$ cat config.mk
export PLATFORM = sky130hd
export DESIGN_NAME = tlp_port
export DESIGN_NICKNAME = d
export VERILOG_FILES = /design/src/tlp_pkg.sv /design/src/tlp_port.sv
export SDC_FILE = /design/constraint.sdc
export NUM_CORES = 1
export LEC_CHECK = 0
export BUFFER_PORTS_ARGS = -buffer_cell sky130_fd_sc_hd__buf_2
export CAP_MARGIN = 20
export CELL_PAD_IN_SITES_DETAIL_PLACEMENT = 1
export CELL_PAD_IN_SITES_GLOBAL_PLACEMENT = 1
export CORE_MARGIN = 3
export CORE_UTILIZATION = 35
export DETAILED_ROUTE_END_ITERATION = 7
export GPL_TIMING_DRIVEN = 0
export PLACE_DENSITY = 0.66
export SETUP_SLACK_MARGIN = 0.1
export SYNTH_ARGS = -nofsm -noshare
export SYNTH_HDL_FRONTEND = slang
export SYNTH_SLANG_ARGS = --single-unit
$ cat constraint.sdc
create_clock -name clk_in -period 5.7 [get_ports clk_in]
set_clock_uncertainty 0.2 [all_clocks]
set_input_delay 1.71 -clock clk_in [delete_from_list [all_inputs] [get_ports clk_in]]
set_output_delay 1.71 -clock clk_in [all_outputs]
set_load 0.005 [all_outputs]
$ cat src/tlp_pkg.sv
package tlp_pkg;
   // Register byte addresses
   localparam logic [4:0] OFS_CTRL = 5'h00;
   localparam logic [4:0] OFS_CLK_SRC = 5'h04;
   localparam logic [4:0] OFS_TX_DATA = 5'h08;
   localparam logic [4:0] OFS_TX_SIG = 5'h0C;
   localparam logic [4:0] OFS_RX_DATA = 5'h10;
   localparam logic [4:0] OFS_RX_SIG = 5'h14;
   localparam logic [4:0] OFS_STATUS = 5'h18;
   // Field positions
   localparam int RXD_VALID_BIT = 11;
   localparam int ST_DRIVE_EN_BIT = 0;
   localparam int ST_BUF_CNT_LSB = 1;
   localparam int ST_MF0_LSB = 8;
   // Reset values
   localparam logic [7:0] CLK_SRC_RESET = 8'h00;
   localparam logic [7:0] TX_SIG_RESET = 8'h00;
   localparam logic [31:0] RDATA_RESET = 32'h0000_0000;
   // Internal line clock: half period in system cycles, rounded down
   localparam int SYS_CLK_HZ = 40_000_000;
   localparam int LINE_RATE_HZ = 1_544_000;
   localparam logic [3:0] INT_HALF_CYC = 4'(SYS_CLK_HZ / (2 * LINE_RATE_HZ));
   localparam logic IDLE_BIT = 1'b1;

   typedef enum logic [1:0] {
      MODE_STRUCTURED_MULTIFRAME = 2'b00,
      MODE_STRUCTURED_FRAME = 2'b01,
      MODE_UNSTRUCTURED_HIGH_SPEED = 2'b10
   } tlp_mode_type;

   typedef struct packed {
      logic drive_en;
      logic [7:0] tx_clk;
      logic [7:0] tx_fs;
      logic [7:0] tx_mfs;
      logic [7:0] rx_clk;
      logic [7:0] rx_fs;
      logic [7:0] rx_ser;
      logic [7:0] rx_sig;
   } tlp_pins_type;

   typedef struct packed {
      logic [2:0] line;
      logic [7:0] data;
   } tlp_txword_type;
endpackage : tlp_pkg

$ cat src/tlp_port.sv
`timescale 1ns/100ps
// Function
// Eight transmit line clocks, lines 7 down to 0, each timing its own line's serial data.
// Each transmit clock pin is driven or received according to the drive enable and its source bit.
// With drive enable high the clocks come from the internal source after reset until software picks another.
// In unstructured high speed mode only transmit line 0 runs; lines 1 to 7 stay inactive.
// In unstructured high speed mode only line 0 receive signaling is taken; the rest are ignored.
// In the structured modes each transmit frame sync input marks that line's frame boundary.
// Each multiframe sync edge realigns that line's multiframe counter to the edge position.
// Multiframe sync may be rare; between marks the multiframe count free-runs. A frame sync edge resets the position without advancing the count.
// In structured multiframe mode signaling bits go out per line, low during reset.
// Line data goes out serially per line, low during reset.
// In structured multiframe mode receive signaling bits are captured per line.
// Eight receive serial inputs are accepted, one per line.
// Eight receive clocks, one per line; only line 0 is used in unstructured high speed mode.
// In the structured modes each receive frame sync input aligns that line's receive bits.
// One bit moves per line clock period, launched and sampled on that line's clock edges.
// Every line-side input is brought into the system clock domain before use.
module tlp_port
   import tlp_pkg::*;
#(
   parameter int FRAME_BITS = 193,
   parameter int MF_FRAMES = 24
) (
   input wire logic clk_in, // System clock
   input wire logic arst_n_in, // Async reset, active low
   input wire logic [4:0] avs_address, // Byte address
   input wire logic avs_read, // Read request
   input wire logic avs_write, // Write request
   input wire logic [31:0] avs_writedata, // Write data
   output logic [31:0] avs_readdata, // Read data
   output logic avs_waitrequest, // Stall
   input wire logic tx_clock_drive_enable_in, // Clock drive strap
   input wire logic [7:0] tx_line_clock_in, // Tx clock pin input
   output logic [7:0] tx_line_clock_out, // Tx clock pin output
   output logic [7:0] tx_line_clock_oe_out, // Tx clock pin drive
   input wire logic [7:0] tx_line_frame_sync_in, // Tx frame sync
   input wire logic [7:0] tx_line_multiframe_sync_in, // Tx multiframe sync
   output logic [7:0] tx_line_signaling_out, // Tx signaling
   output logic [7:0] tx_line_serial_data_out, // Tx serial data
   input wire logic [7:0] rx_line_clock_in, // Rx clocks
   input wire logic [7:0] rx_line_frame_sync_in, // Rx frame sync
   input wire logic [7:0] rx_line_serial_data_in, // Rx serial data
   input wire logic [7:0] rx_line_signaling_in // Rx signaling
);
   localparam int POS_W = $clog2(FRAME_BITS);
   localparam int MF_W = $clog2(MF_FRAMES);
   localparam logic [POS_W-1:0] POS_LAST = POS_W'(FRAME_BITS - 1);
   localparam logic [MF_W-1:0] MF_LAST = MF_W'(MF_FRAMES - 1);

   ////////////////////////////////////////////////////////////////////////
   // Input synchronisers
   tlp_pins_type pins_in;
   tlp_pins_type meta_reg;
   tlp_pins_type sync_reg;
   logic [7:0] tx_clk_prev_reg;
   logic [7:0] rx_clk_prev_reg;

   assign pins_in = '{drive_en: tx_clock_drive_enable_in, tx_clk: tx_line_clock_in,
                      tx_fs: tx_line_frame_sync_in, tx_mfs: tx_line_multiframe_sync_in,
                      rx_clk: rx_line_clock_in, rx_fs: rx_line_frame_sync_in,
                      rx_ser: rx_line_serial_data_in, rx_sig: rx_line_signaling_in};

   always_ff @(posedge clk_in or negedge arst_n_in) begin
      if (!arst_n_in) begin
         meta_reg <= '0;
         sync_reg <= '0;
         tx_clk_prev_reg <= '0;
         rx_clk_prev_reg <= '0;
      end else begin
         meta_reg <= pins_in;
         sync_reg <= meta_reg;
         tx_clk_prev_reg <= sync_reg.tx_clk;
         rx_clk_prev_reg <= sync_reg.rx_clk;
      end
   end

   ////////////////////////////////////////////////////////////////////////
   // Internal line clock from a divider
   // Half period rounds down, so the internal clock runs a little fast
   logic [3:0] div_cnt_reg;
   logic int_clk_reg;
   wire int_tick = (div_cnt_reg == INT_HALF_CYC - 4'h1);
   wire int_rise = int_tick & ~int_clk_reg;
   wire int_fall = int_tick & int_clk_reg;

   always_ff @(posedge clk_in or negedge arst_n_in) begin
      if (!arst_n_in) begin
         div_cnt_reg <= '0;
         int_clk_reg <= 1'b0;
      end else begin
         div_cnt_reg <= int_tick ? 4'h0 : div_cnt_reg + 4'h1;
         if (int_tick) begin
            int_clk_reg <= ~int_clk_reg;
         end
      end
   end

   ////////////////////////////////////////////////////////////////////////
   // Registers and bus slave
   tlp_mode_type mode_reg;
   logic [7:0] clk_src_ext_reg;
   logic [7:0] tx_sig_reg;
   logic [31:0] rdata_reg;
   logic wait_reg;
   logic [1:0] buf_cnt_reg;
   logic [7:0] rx_valid;
   logic [7:0] rx_clear;
   logic [7:0] rx_sig_cap;
   logic [7:0] rx_byte [8];
   logic [MF_W-1:0] mf0_count;
   logic [2:0] rx_sel;

   wire uhs = (mode_reg == MODE_UNSTRUCTURED_HIGH_SPEED);
   wire structured = ~uhs;
   wire buf_full = (buf_cnt_reg == 2'd2);
   wire sel_tx_data = (avs_address == OFS_TX_DATA);
   wire bus_req = (avs_read | avs_write) & wait_reg;
   // Full buffer stalls the master rather than dropping the word
   wire accept = bus_req & ~(avs_write & sel_tx_data & buf_full);
   wire wr_en = accept & avs_write;
   wire rd_en = accept & avs_read;
   wire push = wr_en & sel_tx_data;
   wire rx_pop = rd_en & (avs_address == OFS_RX_DATA) & (|rx_valid);

   always_comb begin
      rx_sel = 3'd0;
      for (int i = 7; i >= 0; i--) begin
         if (rx_valid[i]) begin
            rx_sel = 3'(i);
         end
      end
   end

   wire [31:0] rd_rx_data = {20'h0_0000, |rx_valid, rx_sel, rx_byte[rx_sel]};
   // Status word: strap, buffer fill, then line 0 multiframe count in its own field
   localparam int ST_PAD_W = ST_MF0_LSB - ST_BUF_CNT_LSB - 2;
   wire [4:0] mf0_field = 5'(mf0_count);
   wire [31:0] rd_status = {19'h0_0000, mf0_field, ST_PAD_W'(0), buf_cnt_reg,
                            sync_reg.drive_en};
   wire [31:0] rd_mux =
      (avs_address == OFS_CTRL) ? {30'h0000_0000, mode_reg} :
      (avs_address == OFS_CLK_SRC) ? {24'h00_0000, clk_src_ext_reg} :
      (avs_address == OFS_TX_SIG) ? {24'h00_0000, tx_sig_reg} :
      (avs_address == OFS_RX_DATA) ? rd_rx_data :
      (avs_address == OFS_RX_SIG) ? {24'h00_0000, rx_sig_cap} :
      (avs_address == OFS_STATUS) ? rd_status : RDATA_RESET;

   always_ff @(posedge clk_in or negedge arst_n_in) begin
      if (!arst_n_in) begin
         wait_reg <= 1'b1;
         rdata_reg <= RDATA_RESET;
         mode_reg <= MODE_STRUCTURED_MULTIFRAME;
         clk_src_ext_reg <= CLK_SRC_RESET;
         tx_sig_reg <= TX_SIG_RESET;
      end else begin
         wait_reg <= ~accept;
         if (rd_en) begin
            rdata_reg <= rd_mux;
         end
         if (wr_en && avs_address == OFS_CTRL) begin
            mode_reg <= (avs_writedata[1:0] == 2'b11) ? MODE_UNSTRUCTURED_HIGH_SPEED :
                        tlp_mode_type'(avs_writedata[1:0]);
         end
         if (wr_en && avs_address == OFS_CLK_SRC) begin
            clk_src_ext_reg <= avs_writedata[7:0];
         end
         if (wr_en && avs_address == OFS_TX_SIG) begin
            tx_sig_reg <= avs_writedata[7:0];
         end
      end
   end

   assign avs_waitrequest = wait_reg;
   assign avs_readdata = rdata_reg;
   assign rx_clear = rx_pop ? 8'(1 << rx_sel) : 8'h00;

   ////////////////////////////////////////////////////////////////////////
   // Two-entry transmit buffer
   tlp_txword_type buf_mem [2];
   logic wr_ptr_reg;
   logic rd_ptr_reg;
   logic [7:0] load_line;
   tlp_txword_type head;

   assign head = buf_mem[rd_ptr_reg];
   wire buf_valid = (buf_cnt_reg != 2'd0);
   // Words for idle lines in high speed mode would block line 0 forever
   wire drop = buf_valid & uhs & (head.line != 3'd0);
   wire pop = (|load_line) | drop;

   always_ff @(posedge clk_in or negedge arst_n_in) begin
      if (!arst_n_in) begin
         buf_mem[0] <= '0;
         buf_mem[1] <= '0;
         wr_ptr_reg <= 1'b0;
         rd_ptr_reg <= 1'b0;
         buf_cnt_reg <= 2'd0;
      end else begin
         if (push) begin
            buf_mem[wr_ptr_reg] <= tlp_txword_type'(avs_writedata[10:0]);
            wr_ptr_reg <= ~wr_ptr_reg;
         end
         if (pop) begin
            rd_ptr_reg <= ~rd_ptr_reg;
         end
         buf_cnt_reg <= buf_cnt_reg + 2'(push) - 2'(pop);
      end
   end

   ////////////////////////////////////////////////////////////////////////
   // Per-line transmit and receive
   for (genvar g = 0; g < 8; g++) begin : g_line
      wire line_on = structured | (g == 0);
      wire use_ext = clk_src_ext_reg[g] | ~sync_reg.drive_en;
      wire ext_rise = sync_reg.tx_clk[g] & ~tx_clk_prev_reg[g];
      wire ext_fall = ~sync_reg.tx_clk[g] & tx_clk_prev_reg[g];
      wire tx_rise = use_ext ? ext_rise : int_rise;
      wire tx_fall = use_ext ? ext_fall : int_fall;
      wire rx_rise = sync_reg.rx_clk[g] & ~rx_clk_prev_reg[g];
      logic [7:0] sh_reg;
      logic [2:0] cnt_reg;
      logic full_reg;
      logic [POS_W-1:0] pos_reg;
      logic [MF_W-1:0] mf_reg;
      logic fs_prev_reg;
      logic mfs_prev_reg;
      logic ser_reg;
      logic sig_reg;
      logic clk_reg;
      logic oe_reg;
      logic [7:0] rsh_reg;
      logic [2:0] rcnt_reg;
      logic rfs_prev_reg;
      logic [7:0] rbyte_reg;
      logic rvalid_reg;
      logic rsig_reg;

      assign load_line[g] = tx_fall & line_on & ~full_reg & buf_valid &
                            (head.line == 3'(g));
      wire fs_edge = sync_reg.tx_fs[g] & ~fs_prev_reg & structured;
      wire mfs_edge = sync_reg.tx_mfs[g] & ~mfs_prev_reg;
      wire rfs_edge = sync_reg.rx_fs[g] & ~rfs_prev_reg & structured;
      wire rdone = rx_rise & line_on & (rfs_edge | rcnt_reg == 3'd7);

      always_ff @(posedge clk_in or negedge arst_n_in) begin
         if (!arst_n_in) begin
            sh_reg <= '0;
            cnt_reg <= '0;
            full_reg <= 1'b0;
            ser_reg <= 1'b0;
            sig_reg <= 1'b0;
            clk_reg <= 1'b0;
            oe_reg <= 1'b0;
         end else begin
            clk_reg <= line_on & int_clk_reg;
            oe_reg <= line_on & ~use_ext;
            if (!line_on) begin
               ser_reg <= 1'b0;
               sig_reg <= 1'b0;
               full_reg <= 1'b0;
            end else if (tx_fall) begin
               sig_reg <= (mode_reg == MODE_STRUCTURED_MULTIFRAME) & tx_sig_reg[g];
               if (load_line[g]) begin
                  ser_reg <= head.data[7];
                  sh_reg <= {head.data[6:0], 1'b0};
                  cnt_reg <= 3'd1;
                  full_reg <= 1'b1;
               end else if (full_reg) begin
                  ser_reg <= sh_reg[7];
                  sh_reg <= {sh_reg[6:0], 1'b0};
                  cnt_reg <= cnt_reg + 3'd1;
                  full_reg <= (cnt_reg != 3'd7);
               end else begin
                  ser_reg <= IDLE_BIT;
               end
            end
         end
      end

      // Frame and multiframe position on the framer's sampling edge
      always_ff @(posedge clk_in or negedge arst_n_in) begin
         if (!arst_n_in) begin
            pos_reg <= '0;
            mf_reg <= '0;
            fs_prev_reg <= 1'b0;
            mfs_prev_reg <= 1'b0;
         end else if (tx_rise) begin
            fs_prev_reg <= sync_reg.tx_fs[g];
            mfs_prev_reg <= sync_reg.tx_mfs[g];
            if (mfs_edge) begin
               pos_reg <= '0;
               mf_reg <= '0;
            end else if (fs_edge) begin
               pos_reg <= '0;
            end else if (pos_reg == POS_LAST) begin
               pos_reg <= '0;
               mf_reg <= (mf_reg == MF_LAST) ? '0 : mf_reg + MF_W'(1);
            end else begin
               pos_reg <= pos_reg + POS_W'(1);
            end
         end
      end

      always_ff @(posedge clk_in or negedge arst_n_in) begin
         if (!arst_n_in) begin
            rsh_reg <= '0;
            rcnt_reg <= '0;
            rfs_prev_reg <= 1'b0;
            rbyte_reg <= '0;
            rvalid_reg <= 1'b0;
            rsig_reg <= 1'b0;
         end else begin
            if (rx_rise && line_on) begin
               rfs_prev_reg <= sync_reg.rx_fs[g];
               rsh_reg <= {rsh_reg[6:0], sync_reg.rx_ser[g]};
               rcnt_reg <= rfs_edge ? 3'd1 : rcnt_reg + 3'd1;
               if (mode_reg == MODE_STRUCTURED_MULTIFRAME) begin
                  rsig_reg <= sync_reg.rx_sig[g];
               end else if (uhs) begin
                  rsig_reg <= sync_reg.rx_sig[g] & (g == 0);
               end
            end
            if (rdone && !rfs_edge) begin
               rbyte_reg <= {rsh_reg[6:0], sync_reg.rx_ser[g]};
            end
            // A byte landing with the read that clears it stays valid
            rvalid_reg <= (rdone & ~rfs_edge) | (rvalid_reg & ~rx_clear[g]);
         end
      end

      assign tx_line_serial_data_out[g] = ser_reg;
      assign tx_line_signaling_out[g] = sig_reg;
      assign tx_line_clock_out[g] = clk_reg;
      assign tx_line_clock_oe_out[g] = oe_reg;
      assign rx_valid[g] = rvalid_reg;
      assign rx_byte[g] = rbyte_reg;
      assign rx_sig_cap[g] = rsig_reg & line_on;
   end

   assign mf0_count = g_line[0].mf_reg;
endmodule : tlp_port

==> results.yml <==
run_status:
  run_status: "finished clean"
routing:
  routed_wire_length_mm: 49.5
  final_antenna_net_count: 0
  initial_drt_markers: 842
  num_vias: 13100
  drt_first_pass_iters: 4
  avgViaCountPerCell: 5.14
  route.detailed.drc: 0
  post_drt_wl_per_cell_um: 19.5
worst_setup_path:
  data_required_time_of_the_critical_path_ps: 6020
  worstPathArrival_ps: 3920
  crit_path_top_delay_cell: "sky130_fd_sc_hd__or4b_1"
  rr_worst_depth: 11
  critPathMaxFanout: 10
  cpPeakStageDelay_ps: 620
  worstPathCellList: "buf_4, a32oi_1, or4b_1, clkbuf_1, nand3_1, or4b_1, ha_1, inv_1, ha_1, xnor2_1, xnor2_1"
  timing.rr.end: "buf_cnt_reg[1]"
  ff2ff_setup_slack_ps: 2100
  r2r-start: "rd_ptr_reg"
  endpoint_class_of_the_critical_path: "register"
  worst_setup_path_category: "reg -> reg"
  start_kind: "register"
timing:
  fin_tns_setup_ps: 0
  finalCritPeriodShare_pct: 63.2
  slew_headroom_pct: 27.1
  grt_setup_unrepaired: "no"
  timing.final.ws_setup_ps: 2100
  hold_violations: 0
  final_setup_violation_count: 0
  max_slew.worst_pin.slew_ps: 1090
  max_freq_mhz: 278
  drv_slew: 0
  final.min_clock_period_ps: 3600
logic_synthesis:
  synthDistinctLibCells: 70
  synth-main-ff-cell: "sky130_fd_sc_hd__dfrtp_1"
  register_bit_count_reported_by_yosys: 462
  number_of_synthesized_flops_with_an_enable_pin: 0
  synth.avg_cell_area_um2: 12.0
  synthDominantCellAreaShare_pct: 59.7
  syn-instance-count: 1615
  yosysTopAreaCell: "sky130_fd_sc_hd__dfrtp_1"
  synth_seq_area_share_pct: 59.9
  synth.cell_area_um2: 19300
  asyncSetResetFlopFracSynth_pct: 100
  netlist_top_cells_area: "sky130_fd_sc_hd__dfrtp_1 (60%), sky130_fd_sc_hd__mux2_2 (11%), sky130_fd_sc_hd__nand2_1 (3.2%)"
  yosys_warnings: 0
global_routing:
  gr-usage-met2_pct: 28.7
  grt_overflow_total: 0
  total_routing_resource_utilization_after_global_routing_pct: 17.3
  grt_max_degree: 114
  grt_first_pass_wirelength_mm: 78.8
  global_route.usage.met1_pct: 23.7
  most_used_layer_global_route: "met2"
  grt_antenna_before_repair: 3
  gr-usage-met3_pct: 2.82
  number_of_global_route_vias_before_repair: 13900
floorplanning:
  die_w_um: 241
  die_h_um: 241
  design.die.area_um2: 58000
  top_level_ports: 163
  initial_utilization_pct: 35.6
  core_area_um2: 54200
  fp-row-count: 85
clock_network:
  clk_pin_slew_ps: 60
  htree_levels: 2
  cts.repair_timing.setup_buffer_count: 0
  tritoncts_num_sinks: 462
  cts_root_buf: "sky130_fd_sc_hd__clkbuf_16"
  clock_path_buffers: 3
  numCtsBuffers: 51
  cts_tree: "done"
  cts.hold.buffers_added: 0
  post_cts_resized: 0
  worst_skew_pair.late_latency_ps: 590
cells_and_area:
  stdcell_count: 2539
  syn2layout_area_growth_pct: 17.8
  fillCellCount: 5832
  final_nets: 1936
  drive_gt1_share_pct: 25.3
  largest_register_ffs: 64
hold_path:
  hold_class: "reg -> reg"
  min_path_cells: 0
  worst_hold_startpoint: "meta_reg[53]"
  worst_hold_path_ep: "sync_reg[53]"
pwr:
  maximum_vdd_ir_drop_v: 0.000234
  p_per_area_nw_per_um2: 432
  p_total_uw: 9820
  cellLeakagePower_uw: 0.0106
placed_design:
  place_worst_setup_slack_ps: 1650
  routabilityCongestion: 0.825
  placement.io_buffers: 107
  hpwlAfterDp_mm: 35.6
  numPlacedInstances: 2442
job:
  timing.max_cap.violations: 0
-- layer usage --
metal  vias to the layer above  wire (um)
li1                       6022          -
met1                      6729      22800
met2                       232      23400
met3                        71       2180
met4                         0       1070
met5                         -          0
-- worst max-delay path by stage --
stage,from,to,slack [ps]
floorplan,avs_address[1],avs_readdata[0],2130
global placement,arst_n_in,meta_reg[23],-6700
detailed placement,avs_address[4],g_line[6].rvalid_reg,1650
CTS,rd_ptr_reg,buf_cnt_reg[1],2080
global route,div_cnt_reg[0],buf_cnt_reg[1],1910
finish,rd_ptr_reg,buf_cnt_reg[1],2100
-- power by group --
| part | internal (uW) | total (uW) | leakage, uW | switching [uW] |
|---|---|---|---|---|
| Clock | 2180 | 3520 | 0.000888 | 1340 |
| Sequential | 3990 | 4500 | 0.00582 | 509 |
| Combinational | 857 | 1800 | 0.00394 | 940 |
| Total | 7030 | 9820 | 0.0106 | 2790 |
-- cell usage after synthesis, types with 3 or more instances --
| master | count |
|---|---|
| sky130_fd_sc_hd__dfrtp_1 | 461 |
| sky130_fd_sc_hd__mux2_2 | 183 |
| sky130_fd_sc_hd__nand2_1 | 167 |
| sky130_fd_sc_hd__nor2_1 | 123 |
| sky130_fd_sc_hd__o21ai_0 | 74 |
| sky130_fd_sc_hd__buf_4 | 52 |
| sky130_fd_sc_hd__nand3_1 | 51 |
| sky130_fd_sc_hd__clkbuf_1 | 47 |
| sky130_fd_sc_hd__ha_1 | 38 |
| sky130_fd_sc_hd__nand2b_1 | 38 |
| sky130_fd_sc_hd__a21oi_1 | 36 |
| sky130_fd_sc_hd__o22ai_1 | 36 |
| sky130_fd_sc_hd__inv_1 | 35 |
| sky130_fd_sc_hd__mux2i_1 | 22 |
| sky130_fd_sc_hd__nor3_1 | 21 |
| sky130_fd_sc_hd__a221o_1 | 18 |
| sky130_fd_sc_hd__a31oi_1 | 15 |
| sky130_fd_sc_hd__o31ai_1 | 15 |
| sky130_fd_sc_hd__nor2b_1 | 13 |
| sky130_fd_sc_hd__buf_1 | 11 |
| sky130_fd_sc_hd__or3_1 | 11 |
| sky130_fd_sc_hd__a22oi_1 | 10 |
| sky130_fd_sc_hd__and2_1 | 9 |
| sky130_fd_sc_hd__a211oi_1 | 7 |
| sky130_fd_sc_hd__and3_1 | 7 |
| sky130_fd_sc_hd__o22a_1 | 7 |
| sky130_fd_sc_hd__or2_2 | 7 |
| sky130_fd_sc_hd__o221a_2 | 6 |
| sky130_fd_sc_hd__a21boi_0 | 5 |
| sky130_fd_sc_hd__a22o_1 | 5 |
| sky130_fd_sc_hd__nand3b_1 | 5 |
| sky130_fd_sc_hd__nor4_1 | 5 |
| sky130_fd_sc_hd__or4b_1 | 5 |
| sky130_fd_sc_hd__xnor2_1 | 5 |
| sky130_fd_sc_hd__a32oi_1 | 4 |
| sky130_fd_sc_hd__buf_2 | 4 |
| sky130_fd_sc_hd__mux2i_4 | 4 |
| sky130_fd_sc_hd__o211ai_1 | 4 |
| sky130_fd_sc_hd__xor2_1 | 4 |
| sky130_fd_sc_hd__a311oi_1 | 3 |
| sky130_fd_sc_hd__nor3b_1 | 3 |
| sky130_fd_sc_hd__o41ai_1 | 3 |
-- logic make-up after synthesis --
| kind of cell | share of synthesized area, % |
|---|---|
| compound gates | 9.23 |
| xor+xnor | 0.408 |
| fa+ha+maj | 2.46 |
| buf+inv | 3.99 |
| flops | 59.9 |
| mux | 12.3 |
| other cells | 0.0194 |
| simple gates | 11.7 |
-- worst max-delay path: cells and delay by family, from the launching register on --
| family | cells | cell delay (ps) |
|---|---|---|
| AND/OR/NAND/NOR | 3 | 1020 |
| AO/OA/AOI/OAI | 1 | 570 |
| buffers and inverters | 3 | 510 |
| adder cells (fa/ha/maj) | 2 | 500 |
| flip-flops | 1 | 420 |
| XOR/XNOR | 2 | 300 |
-- layout by cell type (no fill, tap or decap), types with 10 or more instances in the layout --
cell                        count
sky130_fd_sc_hd__a21oi_1       36
sky130_fd_sc_hd__a221o_1       18
sky130_fd_sc_hd__a22oi_1       10
sky130_fd_sc_hd__a31oi_1       15
sky130_fd_sc_hd__buf_1         11
sky130_fd_sc_hd__buf_2        110
sky130_fd_sc_hd__buf_4         54
sky130_fd_sc_hd__clkbuf_1      54
sky130_fd_sc_hd__clkbuf_16     51
sky130_fd_sc_hd__clkbuf_8      10
sky130_fd_sc_hd__clkinv_2      12
sky130_fd_sc_hd__conb_1        19
sky130_fd_sc_hd__dfrtp_1      461
sky130_fd_sc_hd__ha_1          38
sky130_fd_sc_hd__inv_1         35
sky130_fd_sc_hd__mux2_2       183
sky130_fd_sc_hd__mux2i_1       22
sky130_fd_sc_hd__nand2_1      167
sky130_fd_sc_hd__nand2b_1      38
sky130_fd_sc_hd__nand3_1       51
sky130_fd_sc_hd__nor2_1       123
sky130_fd_sc_hd__nor2b_1       13
sky130_fd_sc_hd__nor3_1        21
sky130_fd_sc_hd__o21ai_0       74
sky130_fd_sc_hd__o22ai_1       36
sky130_fd_sc_hd__o31ai_1       15
sky130_fd_sc_hd__or3_1         11
-- layout make-up --
| type | count | area [um2] | area share (%) |
|---|---|---|---|
| Timing Repair Buffer | 114 | 682 | 3.00 |
| Multi-Input combinational cell | 1021 | 7050 | 31.0 |
| Sequential cell | 462 | 11600 | 50.8 |
| Clock buffer | 68 | 1440 | 6.33 |
| Clock inverter | 26 | 369 | 1.62 |
| Inverter | 35 | 131 | 0.577 |
| Buffer | 115 | 639 | 2.81 |
| Tap cell | 696 | 871 | 3.83 |
| Antenna cell | 2 | 5.00 | 0.0220 |
-- through the flow --
stage               hold WS [ps]  utilization, %  cell area, um2
finish                       146            41.9           22800
global route                 154            41.9           22700
CTS                          149            41.9           22700
detailed placement           136            38.6           20900
global placement             132            38.3           20800
floorplan                    131               -           19400
No activity file was read; power rests on OpenSTA's default activity.
